<file path="config.mk">
export PLATFORM = sky130hd
export DESIGN_NAME = periph_irq_enable_priority
export DESIGN_NICKNAME = d
export VERILOG_FILES = /design/src/design/irq_prio_pkg.sv /design/src/design/periph_irq_enable_priority.sv
export VERILOG_INCLUDE_DIRS = /design/src /design/src/design
export SDC_FILE = /design/constraint.sdc
export NUM_CORES = 1
export LEC_CHECK = 0
export BUFFER_PORTS_ARGS = -buffer_cell sky130_fd_sc_hd__clkbuf_2
export CORE_MARGIN = 5
export CORE_UTILIZATION = 46
export CTS_CLUSTER_DIAMETER = 100
export DETAILED_ROUTE_END_ITERATION = 16
export PLACE_DENSITY = 0.79
export SLEW_MARGIN = 20
export SYNTH_ARGS = -nofsm -noshare
export SYNTH_HDL_FRONTEND = slang
export SYNTH_SLANG_ARGS = --single-unit
</file>
<file path="constraint.sdc">
create_clock -name aclk -period 5.6 [get_ports aclk]
set_clock_uncertainty 0.1 [all_clocks]
set_input_delay 0.84 -clock aclk [delete_from_list [all_inputs] [get_ports aclk]]
set_output_delay 0.84 -clock aclk [all_outputs]
set_load 0.03 [all_outputs]
</file>
<file path="src/design/irq_prio_regs.svh">
`ifndef IRQ_PRIO_REGS_SVH
`define IRQ_PRIO_REGS_SVH

// Register indices; byte address is four times the index
`define IDX_PRIORITY_GROUP0 14'h0EB5
`define IDX_PRIORITY_GROUP1 14'h0EB6
`define IDX_PRIORITY_GROUP2 14'h0EB7
`define IDX_PRIORITY_GROUP3 14'h0EB8
`define IDX_PRIORITY_GROUP4 14'h0EB9
`define IDX_ENABLE_GROUP5   14'h0EC2
`define IDX_ENABLE_GROUP6   14'h0EC3
`define IDX_ENABLE_GROUP7   14'h0EC4
`define IDX_FLAG_BASE       14'h0ED0
`define IDX_CONTROL         14'h0EE0
`define IDX_IRQ_STATUS      14'h0EE1
`define IDX_IRQ_MASK        14'h0EE2

// Implemented bit positions per group
`define IMPL_GROUP0 8'h37
`define IMPL_GROUP1 8'hC3
`define IMPL_GROUP2 8'hC3
`define IMPL_GROUP3 8'hFF
`define IMPL_GROUP4 8'h3F
`define IMPL_GROUP5 8'hF7
`define IMPL_GROUP6 8'hF3
`define IMPL_GROUP7 8'hE1

// Reset values of the priority and enable registers
`define RESET_GROUP0 8'h31
`define RESET_GROUP1 8'hC3
`define RESET_GROUP2 8'hC3
`define RESET_GROUP3 8'h33
`define RESET_GROUP4 8'h3F
`define RESET_GROUP5 8'h00
`define RESET_GROUP6 8'h00
`define RESET_GROUP7 8'h00

// Field positions and bus answers
`define CTRL_GLOBAL_EN_BIT 0
`define STAT_HIGH_BIT      0
`define STAT_LOW_BIT       1
`define RESP_OKAY          2'h0
`define RESP_SLVERR        2'h2

`endif

</file>
<file path="src/design/irq_prio_pkg.sv">
`default_nettype none

package irq_prio_pkg;

  // Eight bytes, one per register group
  typedef logic [7:0][7:0] group_bytes_t;
  typedef logic [4:0][7:0] low_bytes_t;
  typedef logic [2:0][7:0] high_bytes_t;

  // Request pair toward the core
  typedef struct packed {
    logic high;
    logic low;
  } irq_req_t;

  typedef enum logic [2:0] {
    K_NONE = 3'b000,
    K_CFG  = 3'b001,
    K_FLAG = 3'b010,
    K_CTRL = 3'b011,
    K_STAT = 3'b100,
    K_MASK = 3'b101
  } reg_kind_t;

  typedef struct packed {
    reg_kind_t  kind;
    logic [2:0] grp;
  } reg_sel_t;

endpackage

`default_nettype wire

</file>
<file path="src/design/periph_irq_enable_priority.sv">
// Summary of operation
// - enable_group5 bits 7..4 pass (1) or block (0) logic cells one to four.
// - enable_group5 bits 0..2 enable timer gates one, three, five; bit 3 absent.
// - enable_group6 bits 7..4 gate logic cells five to eight, bits 1..0 capcomp.
// - enable_group7 holds scan 7, checksum 6, nonvolatile 5, waveform gen 0.
// - every enable bit resets to zero so all covered sources start disabled.
// - a priority bit of one selects the high level and zero the low level.
// - priority_group0 maps timer0 5, pin change 4, ext pins 2..0; reset 0x31.
// - priority_group1 maps osc fail 7, clock switch 6, converter 1..0; all high.
// - priority_group2 maps voltage 7, zero cross 6, comparators 1..0; all high.
// - priority_group3 maps serial and sync port sources; unit one resets high.
// - priority_group4 maps timer match and overflow sources; all reset high.
// - a source flag is set by its event and stays until software clears it.
// - group 0 sources ignore the peripheral global enable bit.
`include "irq_prio_regs.svh"
`default_nettype none

module periph_irq_enable_priority (
  // Clock and reset
  input  wire logic                      aclk,
  input  wire logic                      aresetn,
  // AXI4-Lite write address and data
  input  wire logic                      awvalid,
  output logic                           awready,
  input  wire logic [15:0]               awaddr,
  input  wire logic                      wvalid,
  output logic                           wready,
  input  wire logic [31:0]               wdata,
  input  wire logic [3:0]                wstrb,
  // AXI4-Lite write response
  output logic                           bvalid,
  input  wire logic                      bready,
  output logic [1:0]                     bresp,
  // AXI4-Lite read
  input  wire logic                      arvalid,
  output logic                           arready,
  input  wire logic [15:0]               araddr,
  output logic                           rvalid,
  input  wire logic                      rready,
  output logic [31:0]                    rdata,
  output logic [1:0]                     rresp,
  // Source events, one byte per group
  input  wire irq_prio_pkg::group_bytes_t source_event,
  // Enables of groups 0..4 and priorities of groups 5..7 held elsewhere
  input  wire irq_prio_pkg::low_bytes_t   source_enable,
  input  wire irq_prio_pkg::high_bytes_t  source_prio,
  // Requests to the core and the bus interrupt
  output irq_prio_pkg::irq_req_t          core_req,
  output logic                           irq
);
  import irq_prio_pkg::*;

  localparam group_bytes_t IMPL = {
    `IMPL_GROUP7, `IMPL_GROUP6, `IMPL_GROUP5, `IMPL_GROUP4,
    `IMPL_GROUP3, `IMPL_GROUP2, `IMPL_GROUP1, `IMPL_GROUP0
  };
  localparam group_bytes_t RESET_CFG = {
    `RESET_GROUP7, `RESET_GROUP6, `RESET_GROUP5, `RESET_GROUP4,
    `RESET_GROUP3, `RESET_GROUP2, `RESET_GROUP1, `RESET_GROUP0
  };

  // Bus handshake state
  logic        aw_held;
  logic        next_aw_held;
  logic        w_held;
  logic        next_w_held;
  logic [15:0] waddr_q;
  logic [15:0] next_waddr_q;
  logic [7:0]  wbyte_q;
  logic [7:0]  next_wbyte_q;
  logic        wlane_q;
  logic        next_wlane_q;
  logic        next_bvalid;
  logic [1:0]  next_bresp;
  logic        next_rvalid;
  logic [31:0] next_rdata;
  logic [1:0]  next_rresp;

  // Register file state
  group_bytes_t cfg;
  group_bytes_t next_cfg;
  group_bytes_t flag;
  group_bytes_t next_flag;
  logic         global_en;
  logic         next_global_en;
  logic [1:0]   stat;
  logic [1:0]   next_stat;
  logic [1:0]   mask;
  logic [1:0]   next_mask;

  // Request state
  irq_req_t next_core_req;
  logic     next_irq;

  // Shared decode results
  logic         do_write;
  logic         do_read;
  reg_sel_t     wsel;
  reg_sel_t     rsel;
  group_bytes_t eff_en;
  group_bytes_t eff_prio;
  group_bytes_t active;

  // Map a byte address to a register kind and group
  function automatic reg_sel_t decode(input logic [15:0] addr);
    reg_sel_t   s;
    logic [13:0] idx;
    s.kind = K_NONE;
    s.grp  = 3'h0;
    idx    = addr[15:2];
    case (idx)
      `IDX_PRIORITY_GROUP0: s = '{K_CFG, 3'h0};
      `IDX_PRIORITY_GROUP1: s = '{K_CFG, 3'h1};
      `IDX_PRIORITY_GROUP2: s = '{K_CFG, 3'h2};
      `IDX_PRIORITY_GROUP3: s = '{K_CFG, 3'h3};
      `IDX_PRIORITY_GROUP4: s = '{K_CFG, 3'h4};
      `IDX_ENABLE_GROUP5:   s = '{K_CFG, 3'h5};
      `IDX_ENABLE_GROUP6:   s = '{K_CFG, 3'h6};
      `IDX_ENABLE_GROUP7:   s = '{K_CFG, 3'h7};
      `IDX_CONTROL:         s = '{K_CTRL, 3'h0};
      `IDX_IRQ_STATUS:      s = '{K_STAT, 3'h0};
      `IDX_IRQ_MASK:        s = '{K_MASK, 3'h0};
      default: begin
        if (idx[13:3] == `IDX_FLAG_BASE >> 3) begin
          s = '{K_FLAG, idx[2:0]};
        end
      end
    endcase
    return s;
  endfunction

  // Ready is only offered while the matching slot is free
  assign awready  = ~aw_held & ~bvalid;
  assign wready   = ~w_held & ~bvalid;
  assign arready  = ~rvalid;
  assign do_write = aw_held & w_held & ~bvalid;
  assign do_read  = arvalid & arready;
  assign wsel     = decode(waddr_q);
  assign rsel     = decode(araddr);

  // Address and data are caught in either order, then applied together
  always_comb begin
    next_aw_held = aw_held;
    next_w_held  = w_held;
    next_waddr_q = waddr_q;
    next_wbyte_q = wbyte_q;
    next_wlane_q = wlane_q;
    next_bvalid  = bvalid;
    next_bresp   = bresp;
    next_rvalid  = rvalid;
    next_rdata   = rdata;
    next_rresp   = rresp;
    if (awvalid & awready) begin
      next_aw_held = 1'b1;
      next_waddr_q = awaddr;
    end
    if (wvalid & wready) begin
      next_w_held  = 1'b1;
      next_wbyte_q = wdata[7:0];
      next_wlane_q = wstrb[0];
    end
    if (bvalid & bready) begin
      next_bvalid = 1'b0;
    end
    if (do_write) begin
      next_aw_held = 1'b0;
      next_w_held  = 1'b0;
      next_bvalid  = 1'b1;
      next_bresp   = (wsel.kind == K_NONE) ? `RESP_SLVERR : `RESP_OKAY;
    end
    if (rvalid & rready) begin
      next_rvalid = 1'b0;
    end
    // Narrow registers sit in the low byte, upper bits read zero
    if (do_read) begin
      next_rvalid = 1'b1;
      next_rresp  = `RESP_OKAY;
      next_rdata  = 32'h0000_0000;
      case (rsel.kind)
        K_CFG:  next_rdata[7:0] = cfg[rsel.grp] & IMPL[rsel.grp];
        K_FLAG: next_rdata[7:0] = flag[rsel.grp] & IMPL[rsel.grp];
        K_CTRL: next_rdata[`CTRL_GLOBAL_EN_BIT] = global_en;
        K_STAT: next_rdata[1:0] = stat;
        K_MASK: next_rdata[1:0] = mask;
        default: next_rresp = `RESP_SLVERR;
      endcase
    end
  end

  always_ff @(posedge aclk) begin
    if (!aresetn) begin
      aw_held <= 1'b0;
      w_held  <= 1'b0;
      waddr_q <= 16'h0000;
      wbyte_q <= 8'h00;
      wlane_q <= 1'b0;
      bvalid  <= 1'b0;
      bresp   <= `RESP_OKAY;
      rvalid  <= 1'b0;
      rdata   <= 32'h0000_0000;
      rresp   <= `RESP_OKAY;
    end else begin
      aw_held <= next_aw_held;
      w_held  <= next_w_held;
      waddr_q <= next_waddr_q;
      wbyte_q <= next_wbyte_q;
      wlane_q <= next_wlane_q;
      bvalid  <= next_bvalid;
      bresp   <= next_bresp;
      rvalid  <= next_rvalid;
      rdata   <= next_rdata;
      rresp   <= next_rresp;
    end
  end

  // Register writes; only byte lane 0 carries data
  always_comb begin
    next_cfg       = cfg;
    next_flag      = flag;
    next_global_en = global_en;
    next_mask      = mask;
    next_stat      = stat;
    if (do_write & wlane_q) begin
      case (wsel.kind)
        K_CFG:  next_cfg[wsel.grp] = wbyte_q & IMPL[wsel.grp];
        K_FLAG: next_flag[wsel.grp] = wbyte_q & IMPL[wsel.grp];
        K_CTRL: next_global_en = wbyte_q[`CTRL_GLOBAL_EN_BIT];
        K_MASK: next_mask = wbyte_q[1:0];
        default: next_mask = mask; // Status is cleared by reading only
      endcase
    end
    // Events override a clearing write in the same cycle
    for (int g = 0; g < 8; g++) begin
      next_flag[g] = next_flag[g] | (source_event[g] & IMPL[g]);
    end
    // Reading the status clears it, but a new edge still lands
    if (do_read && rsel.kind == K_STAT) begin
      next_stat = 2'b00;
    end
    next_stat[`STAT_HIGH_BIT] = next_stat[`STAT_HIGH_BIT]
                                | (next_core_req.high & ~core_req.high);
    next_stat[`STAT_LOW_BIT]  = next_stat[`STAT_LOW_BIT]
                                | (next_core_req.low & ~core_req.low);
  end

  always_ff @(posedge aclk) begin
    if (!aresetn) begin
      cfg       <= RESET_CFG;
      flag      <= '0;
      global_en <= 1'b0;
      mask      <= 2'b00;
      stat      <= 2'b00;
    end else begin
      cfg       <= next_cfg;
      flag      <= next_flag;
      global_en <= next_global_en;
      mask      <= next_mask;
      stat      <= next_stat;
    end
  end

  // Groups 5..7 keep their enables here, groups 0..4 their priorities
  assign eff_en   = {cfg[7:5], source_enable};
  assign eff_prio = {source_prio, cfg[4:0]};

  // Pending and enabled sources; group 0 bypasses the global enable
  always_comb begin
    for (int g = 0; g < 8; g++) begin
      active[g] = flag[g] & eff_en[g] & IMPL[g];
      if (g != 0 && !global_en) begin
        active[g] = 8'h00;
      end
    end
  end

  // Steer each live source to its level; registered to keep outputs clean
  always_comb begin
    next_core_req.high = |(active & eff_prio);
    next_core_req.low  = |(active & ~eff_prio);
    next_irq           = |(next_stat & next_mask);
  end

  always_ff @(posedge aclk) begin
    if (!aresetn) begin
      core_req <= '0;
      irq      <= 1'b0;
    end else begin
      core_req <= next_core_req;
      irq      <= next_irq;
    end
  end

endmodule

`default_nettype wire

</file>
Yosys cells after proc, flatten, opt, wreduce, memory -nomap -nowiden
Memory sizes are Yosys's and may differ from the RTL's.
Index checks and enable logic that the tools add are counted.

word-level totals
  output and inout bits = 44
  flip-flop bits (word level) = 177
  ROM bits = 128
  memories kept = 2

memories
  memory            words  bits a word  rd ports  clocked after Yosys merged registers in  write ports  RTL line                           source
  (name not given)  8      8            1         0                                        0            periph_irq_enable_priority.sv:226  K_FLAG: next_flag[wsel.grp] = wbyte_q & IMPL[wsel.grp];
  (name not given)  8      8            1         0                                        0            periph_irq_enable_priority.sv:181  K_FLAG: next_rdata[7:0] = flag[rsel.grp] & IMPL[rsel.grp];

operators by class
  bitwise gates (word level) = 44
  reduce and logical (&&, ||, !) cells = 12
  equal/unequal tests = 33
  magnitude comparators = 3
  mux-type cells = 35

operator list
  operator                                               number
  equality test 14 x 12 -> 1 bit, second input constant  22
  one-hot mux 6 bit (11 select lines)                    2
  AND 64 bit                                             2
  bitwise mux 64 bit                                     2
  two-way mux 64 bit                                     2
  OR reduction 64 bit                                    2
  two-way mux 8 bit                                      11
  AND 8 bit                                              9
  inverter 64 bit                                        1
  binary-select mux 8 bit (select 3 bit)                 2
  bitwise OR 8 bit                                       6
  demux 8 bit (select 3 bit)                             1
  equality test 11 x 9 -> 1 bit, second input constant   2
  bitwise OR 8 x 6 -> 8 bit                              2
  AND 1 bit                                              12
  AND 6 bit                                              2
  equality test 3 x 2 -> 1 bit, second input constant    4
  one-hot mux 6 bit (2 select lines)                     1
  two-way mux 2 bit                                      5
  two-way mux 5 bit                                      2
  equality test 3 bit, second input constant             3
  < comparator 3 x 4 -> 1 bit, second input constant     2
  inverter 1 bit                                         7
  equality test 3 x 1 -> 1 bit, second input constant    2
  other kinds (13)                                       21

Longest topological paths before layout
  depth after elaboration = 11
  depth in mapped cells = 13
  gate-level depth less buffers = 11

Worst setup path before layout
No wires, ideal clock.

  path kind = input -> register
  start = input araddr[5]
  end = register rdata[5]
  path buffers = 3
  slack = 1.905 ns
  cell stages on the path = 13
  data arrival time = 3.520 ns
  cell sequence = buf_2 -> nand2b_1 -> nor4_2 -> nand2_1 -> and2_1 -> inv_1 -> buf_2 -> buf_2 -> ha_1 -> or3_1 -> o32ai_1 -> nor4_1 -> o22ai_1

between the ends
  word-level cells in the longest chain between the ends = 7
  elaborated cells between the ends (all ways) = 25
  those cells by class = 14 x eq/ne; 8 x mux; 2 x bitwise; 1 x memory

RTL lines
  what                                              RTL line                                                              source
  start, declared                                   periph_irq_enable_priority.sv:37                                      input wire logic [15:0] araddr,
  equality test 11 x 9 -> 1 bit                     periph_irq_enable_priority.sv:124                                     if (idx[13:3] == `IDX_FLAG_BASE >> 3) begin
  two-way mux 5 bit                                 periph_irq_enable_priority.sv:124
  one-hot mux 6 bit (11 select lines) (*)           periph_irq_enable_priority.sv:111                                     case (idx)
  memory (8 x 8 bit), or another cell as far along  --
  two-way mux 8 bit (on tied branches)              periph_irq_enable_priority.sv:181, periph_irq_enable_priority.sv:180
  AND 8 bit (on tied branches)                      periph_irq_enable_priority.sv:181, periph_irq_enable_priority.sv:180
  one-hot mux 6 bit (2 select lines) (*)            periph_irq_enable_priority.sv:179                                     case (rsel.kind)
  end signal, assigned                              periph_irq_enable_priority.sv:211                                     rdata <= next_rdata;
  end, declared                                     periph_irq_enable_priority.sv:40                                      output logic [31:0] rdata,

Mark *: on every way between the ends. The rest lies on a longest branch, timed or not. The select of a mux whose other input is x is not followed.
A chain may end at the register's enable or synchronous reset.

Worst setup path in the final report
  start = register waddr_q[4]
  end = register cfg[20] (netlist name)

between the ends
  word-level cells in the longest chain between the ends = 7
  elaborated cells between the ends (all ways) = 24
  those cells by class = 2 x order compare; 12 x eq/ne; 6 x mux; 1 x bitwise; 2 x reduce/logical; 1 x memory

RTL lines
  what                                                                                                             RTL line                                                              source
  start, declared                                                                                                  periph_irq_enable_priority.sv:67                                      logic [15:0] waddr_q;
  start signal, assigned                                                                                           periph_irq_enable_priority.sv:205                                     waddr_q <= next_waddr_q;
  equality test 14 x 12 -> 1 bit or two-way mux 5 bit (tied branches)                                              periph_irq_enable_priority.sv:111, periph_irq_enable_priority.sv:124
  one-hot mux 6 bit (11 select lines) (*)                                                                          periph_irq_enable_priority.sv:111
  < comparator 3 x 4 -> 1 bit (implied by the code) or greater-or-equal comparator 3 x 1 -> 1 bit (tied branches)  periph_irq_enable_priority.sv:225                                     K_CFG: next_cfg[wsel.grp] = wbyte_q & IMPL[wsel.grp];
  logical AND 1 bit (implied by the code)                                                                          periph_irq_enable_priority.sv:225
  two-way mux 8 bit (implied by the code)                                                                          periph_irq_enable_priority.sv:225
  demux 8 bit (select 3 bit)                                                                                       periph_irq_enable_priority.sv:225
  bitwise mux 64 bit                                                                                               periph_irq_enable_priority.sv:225
  end signal, assigned                                                                                             periph_irq_enable_priority.sv:254                                     cfg <= next_cfg;
  end, declared                                                                                                    periph_irq_enable_priority.sv:80                                      group_bytes_t cfg;

Marks and branches as above.

==> flow_summary.yaml <==
synthesis:
  avgSynthCellArea_sq_um: 8.01
  ys_top_cells_by_area: "dfxtp_1, mux2i_1, nand2_1"
  syn_area_sq_mm: 0.00928
  synth_cell_type_count: 83
  synth_common_cells: "nand2_1, dfxtp_1, mux2i_1"
  ys_ff_latch: 169
  ys_warn_count: 0
  synth_top_area_share_pct: 36.5
  ys_seq_area_share_pct: 36.5
  yosysTopAreaCell: "dfxtp_1"
  synthArstFlopShare_pct: 0
  postSynthCellCount: 1159
  synth_enable_flop_cells: 0
  yosysMostFrequentCell: "nand2_1"
  synth_flop_cell: "dfxtp_1"
floorplanning:
  die_x_um: 152
  dieArea_sq_mm: 0.0231
  core.rowCount: 52
  coreArea_sq_mm: 0.0200
  initial_core_util_pct: 46.3
  fp.dieH_um: 152
  io_pins: 247
global_route:
  overflow: 0
  grt_use_total_pct: 28.0
  antenna_found_initial: 0
  grt_max_degree: 102
  grt_pass1_wl_um: 51100
  grt_pass1_vias: 8830
final_layout:
  drive_gt1_share_pct: 18.3
  fillers: 1915
  stdcell_count: 1555
  stdcell_area_sq_mm: 0.0106
  fin_util_pct: 53.1
  multiInputGateArea_sq_mm: 0.00542
  nets: 1481
  seqCellArea_sq_mm: 0.00338
  diodes: 0
  area_delta_synth_final_pct: 14.7
sta:
  max_slew_margin_pct: 24.4
  min_period_ns: 3.77
  fin_setup_tns_ns: 0
  hold_violations: 0
  timing.final.crit_share_pct: 67.4
  rsz0062_at_grt: "no"
  setup_violations: 0
  report.final.slew_viol_count: 0
  tightest_slew_ns: 1.13
  timing.hold.ws_ns: 0.355
  fmax_mhz: 265
worst_hold_path:
  holdCritPathClass: "flip-flop to flip-flop"
  min_from: "wbyte_q[2]"
status:
  status: "completed"
setup_path:
  path_buf_inv: 0
  critical_path_required_ns: 5.87
  slowest_stage: "o21a_1"
  path_cells: "or4b_4 > a2111oi_4 > nand2_1 > a21oi_1 > or2_2 > ha_1 > a21boi_0 > o21a_1 > nand3_1 > a21oi_1"
  crit_path_end_kind: "flip-flop"
  cp-start-kind: "flip-flop"
  worstSetupPathType: "flip-flop to flip-flop"
  reg2reg_from: "waddr_q[4]"
  crit_fanout: 13
  path_delay_family: "compound AO/OA/AOI/OAI gates"
  slowest_delay_ns: 0.63
  cpMostUsedCell: "a21oi_1"
  critical_path_arrival_ns: 4.04
  startpoint: "waddr_q[4]"
routing:
  vias_per_cell: 6.05
  wire_per_inst_um: 21.6
  dr.first_iter.drc_count: 1025
  drcViolationCount: 0
  num_vias: 9407
  first_pass_iters: 6
  routed_wl_um: 33600
  ant_nets: 0
pwr:
  p_leak_nw: 4.40
  ir_drop_mv: 0.242
  p_per_area_mw_per_mm2: 261
placement:
  io_buffers: 149
  gp_congestion: 1.02
  placed_area_sq_mm: 0.0100
  dpl.cell_count: 1523
  dp_hpwl_um: 25200
clock_network:
  cts_setup_buffers: 0
  clkTransAtPathRegs_ns: 0.07
  cts_resized: 0
  cts_root_buf: "clkbuf_16"
  cts_tree: "built"
  cts.sinks: 169
  hold_buffers: 0
  clk_latency_ns: 0.45
  cts_max_path_buffers: 2
  htree_levels: 4
  cts_buffers: 17
flow_run:
  maxCapViolations: 0
==> path summary, 6_finish.rpt <==
| check | endpoint | slack (ns) | depth (start not counted) |
|---|---|---|---|
| max | cfg[20] | 1.83 | 10 |
| min | wbyte_q[2] | 0.36 | 2 |
| max reg2reg | cfg[20] | 1.83 | 10 |
| min reg2reg | wbyte_q[2] | 0.36 | 2 |
==> logic make-up after synthesis <==
kind of cell / synth area share, %
simple gates: 28.7
compound gates: 16.3
flops: 36.5
buf+inv: 6.19
mux: 11.1
fa+ha+maj: 0.809
xor+xnor: 0.378
other cells: 0.0404
==> state kept, by name, summed over array words and instances, names as in the netlist, 2 cells and up <==
| signal | flops |
|---|---|
| cfg | 62 |
| flag | 62 |
| waddr_q | 14 |
| rdata | 8 |
| wbyte_q | 8 |
| core_req | 2 |
| mask | 2 |
| stat | 2 |
==> worst register-to-register path, delay by kind of cell (launching register included) <==
family	cells	cell delay, ns
flops	1	0.42
fa+ha+maj	1	0.24
simple gates	4	1.05
compound gates	5	1.89
==> stage by stage <==
step | total power, mW | worst slack [ns]
floorplan | 1.49 | 1.90
global placement | 1.60 | 1.62
detailed placement | 1.61 | 1.63
CTS | 2.78 | 1.96
global route | 2.87 | 1.55
finish | 2.77 | 1.83
==> report_power, final <==
group	total (mW)	internal (mW)	switching, mW
logic	0.280	0.101	0.179
clock network	1.18	0.603	0.582
registers	1.31	1.24	0.0671
==> cell usage in the layout, fill, tap and decap left out, drive strengths merged, types with 12 or more instances in the layout <==
| cell | count |
|---|---|
| dfxtp | 169 |
| nor2b | 13 |
| nor3 | 72 |
| nor2 | 67 |
| clkbuf | 166 |
| and2 | 12 |
| o21ai | 27 |
| mux2i | 88 |
| and3 | 19 |
| conb | 26 |
| inv | 33 |
| a221oi | 12 |
| mux2 | 13 |
| nand4 | 26 |
| a31oi | 13 |
| a21oi | 80 |
| o22ai | 34 |
| nand3 | 77 |
| a211oi | 12 |
| nand2 | 191 |
==> cell type report <==
type	instances	share of cell area [%]
multi-input combinational	901	50.9
tap	270	3.17
timing repair buffer	158	7.64
inverter	25	0.893
clock inverter	15	1.60
clock buffer	17	4.00
sequential	169	31.8
==> metal layers <==
layer | track usage [%] | share of wire [%] | routed length, um
met5 | 0 | 0 | 0
met4 | 12.2 | 4.5 | 1510
met3 | 7.57 | 11 | 3630
met2 | 42.4 | 44 | 14800
met1 | 37.6 | 41 | 13600
Power figures use the tool's default switching activity.
